`src/pbr_pkg.sv`:
```
// Package with register map, reset values, limits and timing constants
package pbr_pkg;
    // Register offsets (word addresses on the parameter map)
    localparam logic [15:0] PBR_OFS_CONTRAST = 16'h0023;
    localparam logic [15:0] PBR_OFS_OP_BRIGHT = 16'h0024;
    localparam logic [15:0] PBR_OFS_PROFILE = 16'h0025;
    localparam logic [15:0] PBR_OFS_PASSWORD = 16'h0032;
    localparam logic [15:0] PBR_OFS_ENERGY_CLR = 16'h01FB;
    localparam logic [15:0] PBR_OFS_STBY_TIMEOUT = 16'h02EA;
    localparam logic [15:0] PBR_OFS_STBY_BRIGHT = 16'h02EB;
    localparam logic [15:0] PBR_OFS_FW_RELEASE = 16'h02EE;
    localparam logic [15:0] PBR_OFS_SERIAL_LO = 16'h02F2;
    localparam logic [15:0] PBR_OFS_SERIAL_HI = 16'h02F3;

    // Reset values
    localparam logic [3:0] PBR_RST_CONTRAST = 4'h5;
    localparam logic [3:0] PBR_RST_OP_BRIGHT = 4'h6;
    localparam logic [3:0] PBR_RST_STBY_BRIGHT = 4'h0;
    localparam logic [1:0] PBR_RST_PROFILE = 2'h0;
    localparam logic [15:0] PBR_RST_PASSWORD = 16'h0000;
    localparam logic [15:0] PBR_RST_STBY_TIMEOUT = 16'h0384;

    // Value limits
    localparam logic [15:0] PBR_LEVEL_MAX = 16'h0009;
    localparam logic [15:0] PBR_PROFILE_MAX = 16'h0003;
    localparam logic [1:0] PBR_PROFILE_CUSTOM = 2'h3;
    localparam logic [15:0] PBR_PASSWORD_MAX = 16'h03E7;
    localparam logic [15:0] PBR_TIMEOUT_MIN = 16'h003C;
    localparam logic [15:0] PBR_TIMEOUT_MAX = 16'h270F;
    localparam logic [15:0] PBR_ENERGY_CLR_CODE = 16'h0001;
    localparam logic [31:0] PBR_SEC_DISPLAY_MAX = 32'h000F_423F;
    localparam logic [19:0] PBR_HOURS_DISPLAY_MAX = 20'hF_423F;

    // Timing: system clock and derived one-second tick
    localparam int PBR_CLK_HZ = 200_000_000;
    localparam int PBR_TICK_S = 1;
    localparam int PBR_TICK_CYCLES = PBR_CLK_HZ * PBR_TICK_S;
    // Seconds in a tenth of an hour
    localparam logic [8:0] PBR_TENTH_HOUR_S = 9'h168;

    typedef enum logic [1:0] {
        PBR_MENU_IDLE = 2'b00,
        PBR_MENU_PASSWORD = 2'b01,
        PBR_MENU_CT = 2'b10
    } pbr_menu_t;
endpackage

```
`src/pbr_panel_ctrl.sv`:
```
// Front-panel control: profile, password gate, backlight, contrast, run-time counters
//
// Function
// - Profile select accepts 0..3, 3 is custom
// - Custom profile only loadable over remote path
// - No password set: go straight to CT menu
// - Password screen starts with digits 000
// - Blink digit, button2 changes, button1 advances
// - CT menu opens only on password match
// - Writing 1 clears all energy meters together
// - Rotation shown only with three distinct phases
// - Contrast 0..9 in unit steps, default 5
// - Operation brightness after button press or restart
// - Inactivity timeout selects standby, buttons restore
// - Timeout 60..9999 seconds, default 900
// - Brightness levels 0 minimum to 9 maximum
// - Standby brightness defaults to level 0
// - Operating hours in 0.1 h, never reset
// - Comparator time grows only during violation
// - Seconds shown up to 999999, then hours
// - Display index 1..6 comparators, none hours
// - Comparator reset clears all six, remote only
// - Displayed hours limited to 99999.9 h
// - Six-digit serial number, read only
// - Three-digit firmware release, read only
`timescale 1ns/100ps
module pbr_panel_ctrl
    import pbr_pkg::*;
#(
    parameter int TICK_CYCLES = PBR_TICK_CYCLES,
    // Arbitrary identity values
    parameter logic [19:0] SERIAL_NUMBER = 20'h1E240,
    parameter logic [9:0] FW_RELEASE = 10'h064,
    parameter int NUM_CMP = 6
) (
    input wire logic clk,
    input wire logic rst_n,
    input wire logic btn1_pin,
    input wire logic btn2_pin,
    input wire logic btn3_pin,
    input wire logic prog_pin,
    input wire logic reg_wr,
    input wire logic reg_rd,
    input wire logic [15:0] reg_addr,
    input wire logic [15:0] reg_wdata,
    input wire logic remote_profile_load,
    input wire logic remote_cmp_time_clr,
    input wire logic [2:0] phase_present,
    input wire logic phase_duplicate,
    input wire logic rotation_cw,
    input wire logic measuring,
    input wire logic [NUM_CMP-1:0] cmp_violation,
    input wire logic [2:0] disp_sel,
    output logic [15:0] reg_rdata,
    output logic reg_rvalid,
    output logic reg_err,
    output logic [1:0] profile_sel,
    output logic profile_reload,
    output logic [3:0] lcd_contrast,
    output logic [3:0] backlight_level,
    output logic standby_active,
    output logic energy_clear,
    output logic rotation_show,
    output logic rotation_dir_cw,
    output logic [1:0] menu_state,
    output logic [11:0] pw_digits,
    output logic [1:0] pw_digit_sel,
    output logic pw_blink_on,
    output logic [19:0] disp_value,
    output logic [2:0] disp_index,
    output logic disp_in_hours
);
    initial begin
        if (TICK_CYCLES < 2 || NUM_CMP != 6 || FW_RELEASE > 10'd999) begin
            $error("bad parameter");
        end
        if (SERIAL_NUMBER < 20'd100000 || SERIAL_NUMBER > 20'd999999) begin
            $error("serial needs six digits");
        end
    end

    // Pin synchronisers and press edges
    logic [3:0] pin_meta_q;
    logic [3:0] pin_sync_q;
    logic [3:0] pin_prev_q;
    wire [3:0] pin_raw = {prog_pin, btn3_pin, btn2_pin, btn1_pin};
    wire [3:0] press = pin_sync_q & ~pin_prev_q;
    wire btn1_press = press[0];
    wire btn2_press = press[1];
    wire any_btn_press = |press[2:0];
    wire prog_press = press[3];

    always_ff @(posedge clk) begin
        if (!rst_n) begin
            pin_meta_q <= 4'h0;
            pin_sync_q <= 4'h0;
            pin_prev_q <= 4'h0;
        end else begin
            pin_meta_q <= pin_raw;
            pin_sync_q <= pin_meta_q;
            pin_prev_q <= pin_sync_q;
        end
    end

    // Common one-second tick
    localparam int TW = $clog2(TICK_CYCLES);
    localparam logic [TW-1:0] TICK_LAST = TW'(TICK_CYCLES - 1);
    logic [TW-1:0] tick_cnt_q;
    wire tick = (tick_cnt_q == TICK_LAST);

    always_ff @(posedge clk) begin
        if (!rst_n) begin
            tick_cnt_q <= '0;
        end else begin
            tick_cnt_q <= tick ? '0 : tick_cnt_q + 1'b1;
        end
    end

    // Register decode
    wire sel_contrast = (reg_addr == PBR_OFS_CONTRAST);
    wire sel_op_bright = (reg_addr == PBR_OFS_OP_BRIGHT);
    wire sel_profile = (reg_addr == PBR_OFS_PROFILE);
    wire sel_password = (reg_addr == PBR_OFS_PASSWORD);
    wire sel_energy_clr = (reg_addr == PBR_OFS_ENERGY_CLR);
    wire sel_timeout = (reg_addr == PBR_OFS_STBY_TIMEOUT);
    wire sel_stby_bright = (reg_addr == PBR_OFS_STBY_BRIGHT);
    wire sel_fw = (reg_addr == PBR_OFS_FW_RELEASE);
    wire sel_serial_lo = (reg_addr == PBR_OFS_SERIAL_LO);
    wire sel_serial_hi = (reg_addr == PBR_OFS_SERIAL_HI);
    wire sel_any = sel_contrast | sel_op_bright | sel_profile | sel_password |
                   sel_energy_clr | sel_timeout | sel_stby_bright | sel_fw |
                   sel_serial_lo | sel_serial_hi;
    wire sel_ro = sel_fw | sel_serial_lo | sel_serial_hi;

    wire level_ok = (reg_wdata <= PBR_LEVEL_MAX);
    wire profile_ok = (reg_wdata <= PBR_PROFILE_MAX);
    // Custom profile contents can only arrive over the remote path
    wire profile_load_ok = (reg_wdata[1:0] != PBR_PROFILE_CUSTOM) | remote_profile_load;
    wire password_ok = (reg_wdata <= PBR_PASSWORD_MAX);
    wire timeout_ok = (reg_wdata >= PBR_TIMEOUT_MIN) && (reg_wdata <= PBR_TIMEOUT_MAX);
    wire value_ok = ((sel_contrast | sel_op_bright | sel_stby_bright) & level_ok) |
                    (sel_profile & profile_ok & profile_load_ok) |
                    (sel_password & password_ok) |
                    (sel_timeout & timeout_ok) |
                    sel_energy_clr;
    wire wr_ok = reg_wr & value_ok;
    wire wr_bad = reg_wr & (~sel_any | sel_ro | ~value_ok);
    wire rd_bad = reg_rd & ~sel_any;

    logic [3:0] contrast_q;
    logic [3:0] op_bright_q;
    logic [3:0] stby_bright_q;
    logic [1:0] profile_q;
    logic profile_reload_q;
    logic [15:0] password_q;
    logic [15:0] timeout_q;
    logic energy_clear_q;

    always_ff @(posedge clk) begin
        if (!rst_n) begin
            contrast_q <= PBR_RST_CONTRAST;
            op_bright_q <= PBR_RST_OP_BRIGHT;
            stby_bright_q <= PBR_RST_STBY_BRIGHT;
            profile_q <= PBR_RST_PROFILE;
            profile_reload_q <= 1'b0;
            password_q <= PBR_RST_PASSWORD;
            timeout_q <= PBR_RST_STBY_TIMEOUT;
            energy_clear_q <= 1'b0;
        end else begin
            if (wr_ok && sel_contrast) begin
                contrast_q <= reg_wdata[3:0];
            end
            if (wr_ok && sel_op_bright) begin
                op_bright_q <= reg_wdata[3:0];
            end
            if (wr_ok && sel_stby_bright) begin
                stby_bright_q <= reg_wdata[3:0];
            end
            if (wr_ok && sel_profile) begin
                profile_q <= reg_wdata[1:0];
            end
            profile_reload_q <= wr_ok & sel_profile;
            if (wr_ok && sel_password) begin
                password_q <= reg_wdata;
            end
            if (wr_ok && sel_timeout) begin
                timeout_q <= reg_wdata;
            end
            // One pulse clears all three energy meters at once
            energy_clear_q <= wr_ok & sel_energy_clr & (reg_wdata == PBR_ENERGY_CLR_CODE);
        end
    end

    // Read data mux
    logic [15:0] rd_mux;
    always_comb begin
        rd_mux = 16'h0000;
        if (sel_contrast) rd_mux = {12'h000, contrast_q};
        if (sel_op_bright) rd_mux = {12'h000, op_bright_q};
        if (sel_stby_bright) rd_mux = {12'h000, stby_bright_q};
        if (sel_profile) rd_mux = {14'h0000, profile_q};
        if (sel_password) rd_mux = password_q;
        if (sel_timeout) rd_mux = timeout_q;
        if (sel_fw) rd_mux = {6'h00, FW_RELEASE};
        if (sel_serial_lo) rd_mux = SERIAL_NUMBER[15:0];
        if (sel_serial_hi) rd_mux = {12'h000, SERIAL_NUMBER[19:16]};
    end

    logic [15:0] rdata_q;
    logic rvalid_q;
    logic err_q;
    always_ff @(posedge clk) begin
        if (!rst_n) begin
            rdata_q <= 16'h0000;
            rvalid_q <= 1'b0;
            err_q <= 1'b0;
        end else begin
            rvalid_q <= reg_rd;
            err_q <= wr_bad | rd_bad;
            if (reg_rd) begin
                rdata_q <= rd_mux;
            end
        end
    end

    // Password gate and programming menu
    pbr_menu_t menu_q;
    logic [3:0] digit_q [3];
    logic [1:0] digit_sel_q;
    logic blink_q;
    wire [15:0] entered = 16'(digit_q[0]) * 16'd100 + 16'(digit_q[1]) * 16'd10 +
                          16'(digit_q[2]);
    wire pw_match = (entered == password_q);
    wire last_digit = (digit_sel_q == 2'd2);

    always_ff @(posedge clk) begin
        if (!rst_n) begin
            menu_q <= PBR_MENU_IDLE;
            digit_sel_q <= 2'd0;
            blink_q <= 1'b0;
            for (int i = 0; i < 3; i++) begin
                digit_q[i] <= 4'h0;
            end
        end else begin
            blink_q <= tick ? ~blink_q : blink_q;
            unique case (menu_q)
                PBR_MENU_IDLE: begin
                    if (prog_press) begin
                        digit_sel_q <= 2'd0;
                        for (int i = 0; i < 3; i++) begin
                            digit_q[i] <= 4'h0;
                        end
                        menu_q <= (password_q == 16'h0000) ? PBR_MENU_CT :
                                  PBR_MENU_PASSWORD;
                    end
                end
                PBR_MENU_PASSWORD: begin
                    if (prog_press) begin
                        menu_q <= PBR_MENU_IDLE;
                    end else if (btn2_press) begin
                        digit_q[digit_sel_q] <= (digit_q[digit_sel_q] == 4'd9) ? 4'd0 :
                                                digit_q[digit_sel_q] + 4'd1;
                    end else if (btn1_press && !last_digit) begin
                        digit_sel_q <= digit_sel_q + 2'd1;
                    end else if (btn1_press) begin
                        // Wrong combination restarts entry from 000
                        digit_sel_q <= 2'd0;
                        for (int i = 0; i < 3; i++) begin
                            digit_q[i] <= 4'h0;
                        end
                        menu_q <= pw_match ? PBR_MENU_CT : PBR_MENU_PASSWORD;
                    end
                end
                PBR_MENU_CT: begin
                    if (prog_press) begin
                        menu_q <= PBR_MENU_IDLE;
                    end
                end
                default: menu_q <= PBR_MENU_IDLE;
            endcase
        end
    end

    // Backlight inactivity timer
    logic [15:0] idle_s_q;
    logic standby_q;
    logic [3:0] bl_level_q;
    always_ff @(posedge clk) begin
        if (!rst_n) begin
            idle_s_q <= 16'h0000;
            standby_q <= 1'b0;
            bl_level_q <= PBR_RST_OP_BRIGHT;
        end else begin
            if (any_btn_press) begin
                idle_s_q <= 16'h0000;
                standby_q <= 1'b0;
            end else if (tick && !standby_q) begin
                if (idle_s_q + 16'd1 >= timeout_q) begin
                    standby_q <= 1'b1;
                end
                idle_s_q <= idle_s_q + 16'd1;
            end
            bl_level_q <= standby_q ? stby_bright_q : op_bright_q;
        end
    end

    // Operating hours in tenths of an hour
    logic [8:0] op_sub_q;
    logic [31:0] op_tenths_q;
    always_ff @(posedge clk) begin
        if (!rst_n) begin
            op_sub_q <= 9'h000;
            op_tenths_q <= 32'h0;
        end else if (tick && measuring) begin
            if (op_sub_q == PBR_TENTH_HOUR_S - 9'd1) begin
                op_sub_q <= 9'h000;
                op_tenths_q <= op_tenths_q + 32'd1;
            end else begin
                op_sub_q <= op_sub_q + 9'd1;
            end
        end
    end

    // Comparator run-time accumulators, seconds and tenths of an hour
    logic [31:0] cmp_sec_q [NUM_CMP];
    logic [31:0] cmp_tenths_q [NUM_CMP];
    logic [8:0] cmp_sub_q [NUM_CMP];
    for (genvar g = 0; g < NUM_CMP; g++) begin : g_cmp
        always_ff @(posedge clk) begin
            if (!rst_n || remote_cmp_time_clr) begin
                cmp_sec_q[g] <= 32'h0;
                cmp_tenths_q[g] <= 32'h0;
                cmp_sub_q[g] <= 9'h000;
            end else if (tick && cmp_violation[g]) begin
                cmp_sec_q[g] <= (&cmp_sec_q[g]) ? cmp_sec_q[g] : cmp_sec_q[g] + 32'd1;
                if (cmp_sub_q[g] == PBR_TENTH_HOUR_S - 9'd1) begin
                    cmp_sub_q[g] <= 9'h000;
                    cmp_tenths_q[g] <= cmp_tenths_q[g] + 32'd1;
                end else begin
                    cmp_sub_q[g] <= cmp_sub_q[g] + 9'd1;
                end
            end
        end
    end

    // Display selection: 0 operating hours, 1..6 comparators 1A,2A,1B,2B,1C,2C
    wire sel_cmp = (disp_sel >= 3'd1) && (disp_sel <= 3'd6);
    wire [2:0] cmp_idx = sel_cmp ? disp_sel - 3'd1 : 3'd0;
    wire [31:0] sel_sec = cmp_sec_q[cmp_idx];
    wire [31:0] sel_tenths = sel_cmp ? cmp_tenths_q[cmp_idx] : op_tenths_q;
    wire show_hours = ~sel_cmp | (sel_sec > PBR_SEC_DISPLAY_MAX);
    wire [19:0] hours_clamped = (sel_tenths > 32'(PBR_HOURS_DISPLAY_MAX)) ?
                                PBR_HOURS_DISPLAY_MAX : sel_tenths[19:0];
    wire [19:0] disp_d = show_hours ? hours_clamped : sel_sec[19:0];

    logic [19:0] disp_value_q;
    logic [2:0] disp_index_q;
    logic disp_hours_q;
    logic rot_show_q;
    logic rot_cw_q;
    always_ff @(posedge clk) begin
        if (!rst_n) begin
            disp_value_q <= 20'h0;
            disp_index_q <= 3'h0;
            disp_hours_q <= 1'b1;
            rot_show_q <= 1'b0;
            rot_cw_q <= 1'b0;
        end else begin
            disp_value_q <= disp_d;
            disp_index_q <= sel_cmp ? disp_sel : 3'h0;
            disp_hours_q <= show_hours;
            rot_show_q <= (&phase_present) & ~phase_duplicate;
            rot_cw_q <= (&phase_present) & ~phase_duplicate & rotation_cw;
        end
    end

    // Registered panel outputs
    logic [11:0] pw_digits_q;
    logic [1:0] pw_sel_q;
    logic pw_blink_q;
    logic [1:0] menu_out_q;
    always_ff @(posedge clk) begin
        if (!rst_n) begin
            pw_digits_q <= 12'h000;
            pw_sel_q <= 2'd0;
            pw_blink_q <= 1'b0;
            menu_out_q <= PBR_MENU_IDLE;
        end else begin
            pw_digits_q <= {digit_q[0], digit_q[1], digit_q[2]};
            pw_sel_q <= digit_sel_q;
            pw_blink_q <= (menu_q == PBR_MENU_PASSWORD) & blink_q;
            menu_out_q <= menu_q;
        end
    end

    assign reg_rdata = rdata_q;
    assign reg_rvalid = rvalid_q;
    assign reg_err = err_q;
    assign profile_sel = profile_q;
    assign profile_reload = profile_reload_q;
    assign lcd_contrast = contrast_q;
    assign backlight_level = bl_level_q;
    assign standby_active = standby_q;
    assign energy_clear = energy_clear_q;
    assign rotation_show = rot_show_q;
    assign rotation_dir_cw = rot_cw_q;
    assign menu_state = menu_out_q;
    assign pw_digits = pw_digits_q;
    assign pw_digit_sel = pw_sel_q;
    assign pw_blink_on = pw_blink_q;
    assign disp_value = disp_value_q;
    assign disp_index = disp_index_q;
    assign disp_in_hours = disp_hours_q;
endmodule

```
`config.mk`:
```
export PLATFORM = sky130hd
export DESIGN_NAME = pbr_panel_ctrl
export DESIGN_NICKNAME = d
export VERILOG_FILES = /design/src/pbr_pkg.sv /design/src/pbr_panel_ctrl.sv
export SDC_FILE = /design/constraint.sdc
export NUM_CORES = 2
export LEC_CHECK = 0
export BUFFER_PORTS_ARGS = -buffer_cell sky130_fd_sc_hd__buf_2
export CORE_MARGIN = 3
export CORE_UTILIZATION = 32
export DETAILED_ROUTE_END_ITERATION = 12
export GPL_TIMING_DRIVEN = 1
export PLACE_DENSITY = 0.48
export SKIP_LAST_GASP = 1
export SLEW_MARGIN = 20
export SYNTH_ARGS = -nofsm -noshare
export SYNTH_HDL_FRONTEND = slang
export SYNTH_SLANG_ARGS = --single-unit
```
`constraint.sdc`:
```
create_clock -name clk -period 4.86 [get_ports clk]
set_input_delay 0.972 -clock clk [delete_from_list [all_inputs] [get_ports clk]]
set_output_delay 0.972 -clock clk [all_outputs]
set_load 0.01 [all_outputs]
```
==> reports/results.ini <==
[layout]
ff_latch_area_um2=18000
nets=4087
final-instance-count-excl-fill=5523
syn2layout_area_growth_pct=15.6
multi_input_comb_area_um2=17700
fillers=11400
drive_above_1_share_pct=10.5

[clocking]
cts_tree=done
cts_setup_buffers=0
cts_root_buf=clkbuf_16
cts_sinks=672
cts_resized=0
path_clk_slew_ps=60
cts_buffers=83
clkLatencyLatePin_ps=660
h-tree-depth=3
clk_path_buf_depth=3
postCtsHoldBufs=0

[synthesis]
synth_edf_count=454
synth-adder-area-share_pct=2.68
synth_compound_area_share_pct=6.89
avgSynthCellArea_um2=9.64
synth_seq_cells=672
synth_top_family_by_area=simple AND/OR/NAND/NOR gates
ys_top_cells_by_count=nor2_1 (726), edfxtp_1 (454), nand2_1 (338), xor2_1 (291)
synth_mux_area_share_pct=3.23
netlist-cell-type-count=83
syn-cell-area_um2=36400
yosys_warnings=0
yosysTopAreaCellShare_pct=37.5
synth_most_common_cell=nor2_1
synthArstFlopShare_pct=0
synth_area_leaders=edfxtp_1 (37%), dfxtp_1 (12%), nor2_1 (7.5%)
synthSimpleGateAreaFrac_pct=23.9
yosysTopAreaCell=edfxtp_1
synth_cells=3775
syn_nets=3907
synth-seq-area-share_pct=49.4
synth_ff_type=edfxtp_1
synth-xor-area-share_pct=11.4

[setup_path]
slowest_delay_ps=720
slowest_stage=a2111oi_0
required_ps=5350
crit_path_end_kind=flop
path_class=reg2reg
critPathLaunchType=flop
cp_common_cell=ha_1
path_delay_family=adder cells
path_cells=ha_1, ha_1, fa_1, xor2_1, ha_1, ha_1, inv_1, o211ai_1, nand2_1, or3_1, a221o_1, a2111oi_0, o22ai_1
cp_max_fo=5
cp.arrival_ps=4790
critPathBufInv=1

[sta]
min_period_ps=4300
relSlewSlack_pct=29.0
hold_ws_ps=437
setup_tns_ps=0
skew_ps=22.5
hold_viol_final=0
max_freq_ghz=0.232
setup-violations-final=0
finalCritPeriodShare_pct=88.5
tightest_slew_ps=1050
drv_slew=0
grt_setup_unrepaired=false

[die]
fp.dieH_um=343
initial_core_util_pct=32.3
boundaryPins=131
die_area_um2=118000
rows=123
fp.dieW_um=343
core_um2=113000

[drt]
ant_nets=0
vias=28200
wl_met3_um=6160
wl_met1_um=52000
viasPerCell=5.11
wire_per_inst_um=19.7
dr.pass1.iters=7
routed_wirelength_um=109000
drcViolationCount=0
highest_layer=met5
drt-initial-drc-count=2252
wl_met2_um=47600

[power_and_ir_drop]
vdd_drop_max_v=0.000267
total_power_mw=13.9
power.leakage_nw=15.0
power.density_nw_per_um2=331

[grt]
grt_usage_pct=18.1
grt_start_max_net_pins=70
grt_pass1_vias=26700
grt_first_pass_wirelength_um=166000
grt_overflow=0
antenna_found_initial=6

[placed_design]
place_congestion=0.933
hpwlAfterDp_um=80100
placed_cells=5368
placement.io_buffers=130

[outcome]
status=finished clean

[flow_run]
cap_violations=0

[worst_hold_path]
hp-class=reg2reg

-- cell type report --
| type | instances | area share (%) |
|---|---|---|
| diodes | 1 | 0.00595 |
| flip-flops and latches | 672 | 42.8 |
| clock buffers | 106 | 5.29 |
| well taps | 1500 | 4.46 |
| clock inverters | 46 | 1.11 |
| inverters | 101 | 0.907 |
| repair buffers | 226 | 3.41 |
| multi-input cells | 2871 | 42.1 |
-- placed cells by master (no fill, tap or decap), types with 105 or more instances in the layout --
| cell | Yosys | final |
|---|---|---|
| a21oi_1 | 110 | 105 |
| nor2_1 | 726 | 725 |
| xnor2_1 | 183 | 183 |
| dfxtp_1 | 218 | 218 |
| edfxtp_1 | 454 | 454 |
| nand4_1 | 111 | 111 |
| buf_2 | 11 | 130 |
| nand3_1 | 218 | 217 |
| nand2_1 | 338 | 338 |
| xor2_1 | 291 | 291 |
-- per-stage QoR --
step | setup slack (ps) | util [%] | cell area [um^2]
after floorplan | 105 | - | 36400
after global placement | 272 | 34.9 | 39300
after detailed placement | 176 | 34.9 | 39300
after CTS | 608 | 37.3 | 42000
after global routing | 416 | 37.4 | 42100
final | 557 | 37.4 | 42100
-- kinds of logic after synthesis --
group / count (synthesis)
XOR/XNOR: 474
AO/OA/AOI/OAI: 380
AND/OR/NAND/NOR: 1839
adder cells (fa/ha/maj): 75
multiplexers: 103
buffers and inverters: 232
flip-flops: 672
-- state kept, by name, indices dropped and copies added, names as in the netlist, 20 cells and up, named ones only --
name and flops:
disp_value 20, tick_cnt_q 28, cmp_sub_q 54, cmp_tenths_q 192
cmp_sec_q 192, op_tenths_q 32
-- worst paths after layout --
kind            startpoint  cells after the start  slack, ps             to
min          pin_meta_q[2]                      1        440  pin_sync_q[2]
max          digit_q[1][3]                     13        560      menu_q[0]
max reg2reg  digit_q[1][3]                     13        560      menu_q[0]
min reg2reg  pin_meta_q[2]                      1        440  pin_sync_q[2]
-- power breakdown --
group	internal [mW]	switching [mW]	total (mW)	leakage (nW)
Sequential	6.31	0.284	6.60	6.73
Combinational	0.430	0.701	1.13	6.93
Clock	3.59	2.60	6.19	1.31
-- worst register-to-register path, cell delays in order (launching register included) --
cell and delay (ps):
edfxtp_1 480, ha_1 330, ha_1 220, fa_1 400, xor2_1 160, ha_1 280
ha_1 330, inv_1 60, o211ai_1 170, nand2_1 140, or3_1 380, a221o_1 310
a2111oi_0 720, o22ai_1 170
-- routing by layer --
layer	up-vias	track usage, %
li1	13800	-
met1	13600	26.1
met2	692	27.8
met3	149	3.13
met4	4	5.00
met5	-	0
Power figures use the tool's default switching activity.
